File: src/ocsf_pkg.sv
package ocsf_pkg;
  localparam int unsigned OCSF_MAX_BRIDGES = 12;
  localparam int unsigned OCSF_FLAG_W = 2 * OCSF_MAX_BRIDGES;
  localparam int unsigned OCSF_ADDR_W = 8;
  localparam int unsigned OCSF_DATA_W = 8;
  localparam int unsigned OCSF_BRIDGES_PER_REG = 4;

  localparam logic [OCSF_ADDR_W-1:0] OCSF_OFS_SUMMARY = 8'h00;
  localparam logic [OCSF_ADDR_W-1:0] OCSF_OFS_FLAGS_1_TO_4 = 8'h01;
  localparam logic [OCSF_ADDR_W-1:0] OCSF_OFS_FLAGS_5_TO_8 = 8'h02;
  localparam logic [OCSF_ADDR_W-1:0] OCSF_OFS_FLAGS_9_TO_12 = 8'h03;

  localparam int unsigned OCSF_SUMMARY_OC_BIT = 3;
  localparam int unsigned OCSF_LOW_SIDE_POS = 0;
  localparam int unsigned OCSF_HIGH_SIDE_POS = 1;

  localparam logic [OCSF_DATA_W-1:0] OCSF_RST_REG = 8'h00;
  localparam logic [OCSF_FLAG_W-1:0] OCSF_RST_FLAGS = 24'h00_0000;
  localparam logic [OCSF_DATA_W-1:0] OCSF_UNMAPPED_READ = 8'h00;

  typedef logic [OCSF_FLAG_W-1:0] ocsf_flags_t;
  typedef logic [OCSF_DATA_W-1:0] ocsf_byte_t;
endpackage

File: src/ocsf_flag_if.sv
`timescale 1ns/1ps
interface ocsf_flag_if;
  import ocsf_pkg::*;
  ocsf_flags_t set_req;
  logic clear_all;
  ocsf_flags_t flags;

  modport ctrl (
    output set_req,
    output clear_all,
    input flags
  );

  modport bank (
    input set_req,
    input clear_all,
    output flags
  );
endinterface

File: src/ocsf_flag_bank.sv
`timescale 1ns/1ps
module ocsf_flag_bank (
  input wire logic ref_clk, // System clock
  input wire logic rst_n, // Async reset, active low
  ocsf_flag_if.bank fb // Set, clear and flag view
);
  import ocsf_pkg::*;

  ocsf_flags_t flags_q;
  ocsf_flags_t flags_d;

  // Set ORed after the clear, so a hit in the clear cycle survives
  always_comb begin
    flags_d = flags_q;
    if (fb.clear_all) begin
      flags_d = OCSF_RST_FLAGS; // (RULE8)
    end
    flags_d = flags_d | fb.set_req; // (RULE8)
  end

  always_ff @(posedge ref_clk or negedge rst_n) begin
    if (!rst_n) begin
      flags_q <= OCSF_RST_FLAGS; // (RULE6)
    end else begin
      flags_q <= flags_d;
    end
  end

  assign fb.flags = flags_q;
endmodule

File: src/ocsf_top.sv
`timescale 1ns/1ps
// What this block does
// (RULE1) Bridges 1-4 packed into register 0x01
// (RULE2) Bridges 5-8 packed into register 0x02
// (RULE3) Bridges 9-12 packed into register 0x03
// (RULE4) Flag one means overcurrent seen, else zero
// (RULE5) Host writes never change any flag
// (RULE6) All flags zero after reset
// (RULE7) Summary register bit 3 ORs all flags
// (RULE8) Flags latch until fault clear or reset
module ocsf_top #(
  parameter int unsigned NUM_BRIDGES = ocsf_pkg::OCSF_MAX_BRIDGES
) (
  input wire logic ref_clk, // System clock, 100 MHz
  input wire logic rst_n, // Async reset, active low
  input wire logic [ocsf_pkg::OCSF_MAX_BRIDGES-1:0] oc_high_det, // Detectors
  input wire logic [ocsf_pkg::OCSF_MAX_BRIDGES-1:0] oc_low_det, // Detectors
  input wire logic fault_clear_command, // One-cycle clear pulse
  input wire logic reg_rd, // Register read strobe
  input wire logic reg_wr, // Register write strobe
  input wire logic [ocsf_pkg::OCSF_ADDR_W-1:0] reg_addr, // Register offset
  input wire logic [ocsf_pkg::OCSF_DATA_W-1:0] reg_wdata, // Write data
  output logic [ocsf_pkg::OCSF_DATA_W-1:0] reg_rdata, // Read data
  output logic reg_ack, // Access done pulse
  output logic reg_hit, // Access hit a mapped offset
  output logic oc_any, // Any flag set
  output logic [ocsf_pkg::OCSF_FLAG_W-1:0] oc_flags // Latched flags
);
  import ocsf_pkg::*;

  // Interleave high/low detectors: low on even bit, high on odd bit
  function automatic ocsf_flags_t pack_sides(
    input logic [OCSF_MAX_BRIDGES-1:0] hi,
    input logic [OCSF_MAX_BRIDGES-1:0] lo
  );
    ocsf_flags_t v;
    v = OCSF_RST_FLAGS;
    for (int i = 0; i < OCSF_MAX_BRIDGES; i++) begin
      v[2*i+OCSF_LOW_SIDE_POS] = lo[i]; // (RULE1)
      v[2*i+OCSF_HIGH_SIDE_POS] = hi[i]; // (RULE1)
    end
    return v;
  endfunction

  // Byte n of the flag vector holds four consecutive bridges
  function automatic ocsf_byte_t flag_byte(
    input ocsf_flags_t f,
    input int unsigned idx
  );
    ocsf_byte_t b;
    b = OCSF_RST_REG;
    for (int j = 0; j < OCSF_DATA_W; j++) begin
      b[j] = f[idx*OCSF_DATA_W+j];
    end
    return b;
  endfunction

  // One offset decode feeds the read mux and the hit flag alike
  typedef enum logic [2:0] {
    OCSF_SEL_SUMMARY,
    OCSF_SEL_BRIDGES_1_TO_4,
    OCSF_SEL_BRIDGES_5_TO_8,
    OCSF_SEL_BRIDGES_9_TO_12,
    OCSF_SEL_NONE
  } ocsf_sel_t;

  function automatic ocsf_sel_t decode_offset(
    input logic [OCSF_ADDR_W-1:0] a
  );
    ocsf_sel_t s;
    s = OCSF_SEL_NONE;
    if (a == OCSF_OFS_SUMMARY) begin
      s = OCSF_SEL_SUMMARY; // (RULE7)
    end else if (a == OCSF_OFS_FLAGS_1_TO_4) begin
      s = OCSF_SEL_BRIDGES_1_TO_4; // (RULE1)
    end else if (a == OCSF_OFS_FLAGS_5_TO_8) begin
      s = OCSF_SEL_BRIDGES_5_TO_8; // (RULE2)
    end else if (a == OCSF_OFS_FLAGS_9_TO_12) begin
      s = OCSF_SEL_BRIDGES_9_TO_12; // (RULE3)
    end
    return s;
  endfunction

  function automatic logic is_mapped(input logic [OCSF_ADDR_W-1:0] a);
    return decode_offset(a) != OCSF_SEL_NONE;
  endfunction

  // Bridges beyond the fitted count never report
  function automatic ocsf_flags_t fitted_mask(input int unsigned n);
    ocsf_flags_t m;
    m = OCSF_RST_FLAGS;
    for (int i = 0; i < OCSF_MAX_BRIDGES; i++) begin
      if (i < n) begin
        m[2*i+OCSF_LOW_SIDE_POS] = 1'b1;
        m[2*i+OCSF_HIGH_SIDE_POS] = 1'b1;
      end
    end
    return m;
  endfunction

  localparam ocsf_flags_t FITTED = fitted_mask(NUM_BRIDGES);

  ocsf_flag_if fb ();

  // Detectors are analog-side levels, so two stages before use
  // A pulse shorter than one clock period can slip past
  ocsf_flags_t det_meta_q;
  ocsf_flags_t det_sync_q;
  ocsf_flags_t det_raw;

  assign det_raw = pack_sides(oc_high_det, oc_low_det);

  always_ff @(posedge ref_clk or negedge rst_n) begin
    if (!rst_n) begin
      det_meta_q <= OCSF_RST_FLAGS;
      det_sync_q <= OCSF_RST_FLAGS;
    end else begin
      det_meta_q <= det_raw;
      det_sync_q <= det_meta_q;
    end
  end

  // Level assertion latches, so a short pulse is not missed after sync
  assign fb.set_req = det_sync_q & FITTED; // (RULE4) (RULE8)
  assign fb.clear_all = fault_clear_command; // (RULE8)

  // Set wins over clear when both land in one cycle
  ocsf_flag_bank u_bank (
    .ref_clk(ref_clk),
    .rst_n(rst_n),
    .fb(fb)
  );

  ocsf_byte_t summary_val;
  ocsf_byte_t rdata_d;
  ocsf_byte_t rdata_q;
  logic ack_q;
  logic hit_q;
  logic any_q;
  ocsf_flags_t flags_out_q;
  ocsf_sel_t reg_sel;
  logic access;
  logic flags_any;

  assign reg_sel = decode_offset(reg_addr);
  assign access = reg_rd | reg_wr;
  // Shared by the summary byte and the any output
  assign flags_any = |fb.flags; // (RULE7)

  // Only the overcurrent bit lives here; other summary bits stay zero
  always_comb begin
    summary_val = OCSF_RST_REG;
    summary_val[OCSF_SUMMARY_OC_BIT] = flags_any; // (RULE7)
  end

  // Read mux; unmapped offsets read zero
  always_comb begin
    rdata_d = OCSF_UNMAPPED_READ;
    unique case (reg_sel)
      OCSF_SEL_SUMMARY: rdata_d = summary_val; // (RULE7)
      OCSF_SEL_BRIDGES_1_TO_4: rdata_d = flag_byte(fb.flags, 0); // (RULE1)
      OCSF_SEL_BRIDGES_5_TO_8: rdata_d = flag_byte(fb.flags, 1); // (RULE2)
      OCSF_SEL_BRIDGES_9_TO_12: rdata_d = flag_byte(fb.flags, 2); // (RULE3)
      OCSF_SEL_NONE: rdata_d = OCSF_UNMAPPED_READ;
    endcase
  end

  // Read data holds until the next read
  // Writes never load it, so a flag cannot be written over
  always_ff @(posedge ref_clk or negedge rst_n) begin
    if (!rst_n) begin
      rdata_q <= OCSF_RST_REG; // (RULE6)
    end else if (reg_rd) begin
      rdata_q <= rdata_d; // (RULE4)
    end
  end

  // Writes are acknowledged but the data goes nowhere
  always_ff @(posedge ref_clk or negedge rst_n) begin
    if (!rst_n) begin
      ack_q <= 1'b0;
    end else begin
      ack_q <= access; // (RULE5)
    end
  end

  // Hit marks a mapped offset for reads and writes alike
  always_ff @(posedge ref_clk or negedge rst_n) begin
    if (!rst_n) begin
      hit_q <= 1'b0;
    end else begin
      hit_q <= access & is_mapped(reg_addr);
    end
  end

  // Registered copies trail the bank by one cycle
  always_ff @(posedge ref_clk or negedge rst_n) begin
    if (!rst_n) begin
      any_q <= 1'b0; // (RULE6)
    end else begin
      any_q <= flags_any; // (RULE7)
    end
  end

  always_ff @(posedge ref_clk or negedge rst_n) begin
    if (!rst_n) begin
      flags_out_q <= OCSF_RST_FLAGS; // (RULE6)
    end else begin
      flags_out_q <= fb.flags; // (RULE4)
    end
  end

  // Write data is deliberately unused: every register here is read-only
  logic unused_wdata;
  assign unused_wdata = ^reg_wdata; // (RULE5)

  assign reg_rdata = rdata_q;
  assign reg_ack = ack_q;
  assign reg_hit = hit_q;
  assign oc_any = any_q;
  assign oc_flags = flags_out_q;
endmodule

File: config.mk
export PLATFORM = sky130hd
export DESIGN_NAME = ocsf_top
export DESIGN_NICKNAME = d
export VERILOG_FILES = /design/src/ocsf_pkg.sv /design/src/ocsf_flag_if.sv /design/src/ocsf_flag_bank.sv /design/src/ocsf_top.sv
export SDC_FILE = /design/constraint.sdc
export NUM_CORES = 1
export LEC_CHECK = 0
export BUFFER_PORTS_ARGS = -buffer_cell sky130_fd_sc_hd__buf_2
export CORE_MARGIN = 4
export CORE_UTILIZATION = 46
export DETAILED_ROUTE_END_ITERATION = 8
export HOLD_SLACK_MARGIN = 0.02
export PLACE_DENSITY = 0.77
export SYNTH_ARGS = -nofsm -noshare
export SYNTH_HDL_FRONTEND = slang
export SYNTH_SLANG_ARGS = --single-unit
File: constraint.sdc
create_clock -name ref_clk -period 1.2 [get_ports ref_clk]
set_input_delay 0.18 -clock ref_clk [delete_from_list [all_inputs] [get_ports ref_clk]]
set_output_delay 0.18 -clock ref_clk [all_outputs]
set_load 0.005 [all_outputs]
==> results_dict.tcl <==
set metrics [dict create \
    post_drt_via_cell_ratio 4.632 \
    yosysWarningCount 0 \
    worst_hold_slack_ns 0.1531 \
    clock_skew_ns 0.01268 \
    grt_first_pass_wirelength_um 9811 \
    die_area_um2 8493 \
    gr-usage-all-layers_pct 15.15 \
    hp-class "in -> reg" \
    drtPass1Iterations 4 \
    slew_headroom_pct 48.74 \
    netlist-cell-type-count 23 \
    criticalPathCategory "reg -> reg" \
    route.vias.total 1941 \
    fin_util_pct 65.57 \
    place_congestion 0.7645 \
    critPathMaxFanout 4 \
    setup_slack_ns -0.1987 \
    initial_utilization_pct 47.69 \
    port_buffers 71 \
    final_standard_cell_area_without_fillers_um2 4479 \
    place_worst_setup_slack_ns -0.1591 \
    vdd_ir_drop_max_mv 0.8943 \
    synth_seq_cells 107 \
    synth.yosys.seq_area_share_pct 82.18 \
    final_net_count 364 \
    setup_violations 3 \
    timing.max_cap.violations 0 \
    cp.arrival_ns 1.64 \
    clk_latency_ns 0.35 \
    cts_root_buf "sky130_fd_sc_hd__clkbuf_8" \
    fp.dieW_um 92.16 \
    dpl.cell_count 376 \
    final_layout_size_suffix_gt1_share_pct 41.49 \
    tritoncts_num_sinks 107 \
    chipHeight_um 92.16 \
    powerDensity_nw_per_um2 1470 \
    path_clk_slew_ns 0.09 \
    netlist_instances 189 \
    report.final.slew_viol_count 0 \
    reported_leakage_power_nw 2.095 \
    tritoncts.num_buffers 9 \
    grt_antenna_before_repair 0 \
    drt_drc_violations_left 0 \
    area.growth.synth_to_final_pct 37.48 \
    drtAntennaViolNets 0 \
    hold_violations 0 \
    cp-end-kind "register" \
    violations "setup timing" \
    antenna_cells_inserted 0 \
    cts-root-to-sink-buffers 2 \
    floorplan_core_area_um2 6832 \
    grt_start_max_net_pins 46 \
    grt_pass1_vias 2049 \
    fillCellCount 493 \
    ioPinCount 80 \
    rsz0062_at_grt "yes" \
    achievable-frequency_mhz 715.0 \
    synth_area_um2 3258 \
    clock_period_minus_worst_slack_ns 1.399 \
    post_synthesis_area_per_instance_um2 17.24 \
    cts.htree.levels 3 \
    cp.required_ns 1.44 \
    cts_tree "yes" \
    timing.setup.tns_ns -0.3878 \
    post-dp-hpwl_um 4150 \
    rows 30 \
    gr-total-overflow 0 \
    crit_path_start_kind "register" \
    worst_pin_slew_ns 0.7680 \
    route.final.wire_length_um 5928 \
    total_power_mw 6.586 \
    final_cell_count_no_fill 419 \
    standard_cell_area_after_detailed_placement_um2 3923 \
    syn-num-nets 234 \
    post-route-period-util_pct 116.6 \
    run_status "finished, violations left" \
    first_iter_violations 93 \
    wl_per_cell_um 14.15 \
]
==> synth_stat cells <==
cell type,instances,area share (%)
sky130_fd_sc_hd__dfrtp_1,107,82
sky130_fd_sc_hd__a21o_1,24,5.5
sky130_fd_sc_hd__inv_1,9,1.0
sky130_fd_sc_hd__a22oi_1,7,1.6
sky130_fd_sc_hd__mux2_1,7,2.4
sky130_fd_sc_hd__nor4_1,7,1.3
sky130_fd_sc_hd__o22ai_1,7,1.3
sky130_fd_sc_hd__buf_2,3,0.46
sky130_fd_sc_hd__nand2_1,3,0.35
sky130_fd_sc_hd__buf_1,2,0.23
sky130_fd_sc_hd__and3_2,1,0.23
sky130_fd_sc_hd__buf_6,1,0.35
sky130_fd_sc_hd__mux2i_1,1,0.31
sky130_fd_sc_hd__nand2b_1,1,0.19
sky130_fd_sc_hd__nand3_1,1,0.15
sky130_fd_sc_hd__nand4_1,1,0.19
sky130_fd_sc_hd__nor2_1,1,0.12
sky130_fd_sc_hd__nor2b_1,1,0.19
sky130_fd_sc_hd__nor4_4,1,0.65
sky130_fd_sc_hd__o2111ai_2,1,0.46
sky130_fd_sc_hd__o32ai_1,1,0.27
sky130_fd_sc_hd__or2_1,1,0.19
sky130_fd_sc_hd__or2_2,1,0.19
==> logic make-up after synthesis <==
logic type      Yosys count  share of synthesized area, %
mux                       8                         2.727
simple gates             19                         3.802
flops                   107                         82.18
buf+inv                  15                         2.074
compound gates           40                         9.216
==> worst paths after layout <==
kind                                          startpoint                       endpoint  slack, ns  depth (start not counted)
setup / recovery           u_bank.fb.flags[15]$_DFF_PN0_       reg_rdata[3]$_DFFE_PN0P_      -0.20                          4
hold reg to reg                  det_meta_q[8]$_DFF_PN0_        det_sync_q[8]$_DFF_PN0_       0.34                          0
setup reg to reg           u_bank.fb.flags[15]$_DFF_PN0_       reg_rdata[3]$_DFFE_PN0P_      -0.20                          4
max in group asynchronous                          rst_n  u_bank.fb.flags[11]$_DFF_PN0_       0.55                          3
hold / removal                               reg_addr[6]       reg_rdata[3]$_DFFE_PN0P_       0.15                          4
min in group asynchronous                          rst_n       det_meta_q[19]$_DFF_PN0_       0.21                          2
==> area by class of cell <==
class / instances / area [um2] / share of cell area (%)
inverter: 9 / 33.78 / 0.7542
multi-input combinational: 67 / 588.1 / 13.13
sequential: 107 / 2678 / 59.78
clock inverter: 5 / 61.31 / 1.369
timing repair buffer: 125 / 860.8 / 19.22
clock buffer: 10 / 137.6 / 3.073
tap: 96 / 120.1 / 2.682
==> worst max-delay path: stages, from the launching register on <==
cell	delay, ns
sky130_fd_sc_hd__dfrtp_1	0.44
sky130_fd_sc_hd__nor4_2	0.32
sky130_fd_sc_hd__nand4_1	0.21
sky130_fd_sc_hd__nor4_2	0.18
sky130_fd_sc_hd__o32ai_1	0.12
==> layout by cell type, fill, tap and decap left out, drive strengths merged <==
master       netlist  routed
nor2b              1       1
o2111ai            1       1
and3               1       1
o22ai              7       7
nand3              1       1
dlygate4sd3        0      26
mux2               7       7
mux2i              1       1
or2                2       2
nand2              3       3
buf                6      99
a21o              24      24
inv                9      10
o32ai              1       1
clkbuf             0      10
nand2b             1       1
bufinv             0       1
clkinvlp           0       3
nand4              1       1
dfrtp            107     107
a22oi              7       7
nor2               1       1
nor4               8       8
==> power by group <==
| group | switching [mW] | internal, mW | total (mW) |
|---|---|---|---|
| logic | 0.249 | 0.313 | 0.562 |
| clock network | 1.13 | 1.02 | 2.15 |
| registers | 0.0837 | 3.80 | 3.88 |
| total | 1.46 | 5.12 | 6.59 |
==> sequential cells by signal, summed over array words and instances (netlist names) <==
signal	cells
reg_ack	1
det_meta_q	24
reg_rdata	8
oc_any	1
u_bank.fb.flags	24
oc_flags	24
det_sync_q	24
reg_hit	1
==> metal layers <==
layer / GRT usage, % / wire length [um] / share of wire [%] / vias up
met3: 4.430 / 295 / 5.0 / 11
li1: - / - / - / 908
met2: 24.21 / 2948 / 50 / 48
met4: 7.550 / 119 / 2.0 / 0
met5: 0 / 0 / 0 / -
met1: 18.90 / 2564 / 43 / 974
==> timing repair <==
item,in CTS,in global routing
pin swaps,3,6
endpoints found under the hold margin,132,0
hold buffers,26,0
setup buffers,0,3
gates resized for setup,6,12
setup endpoints to repair,4,8
Power figures use the tool's default switching activity.
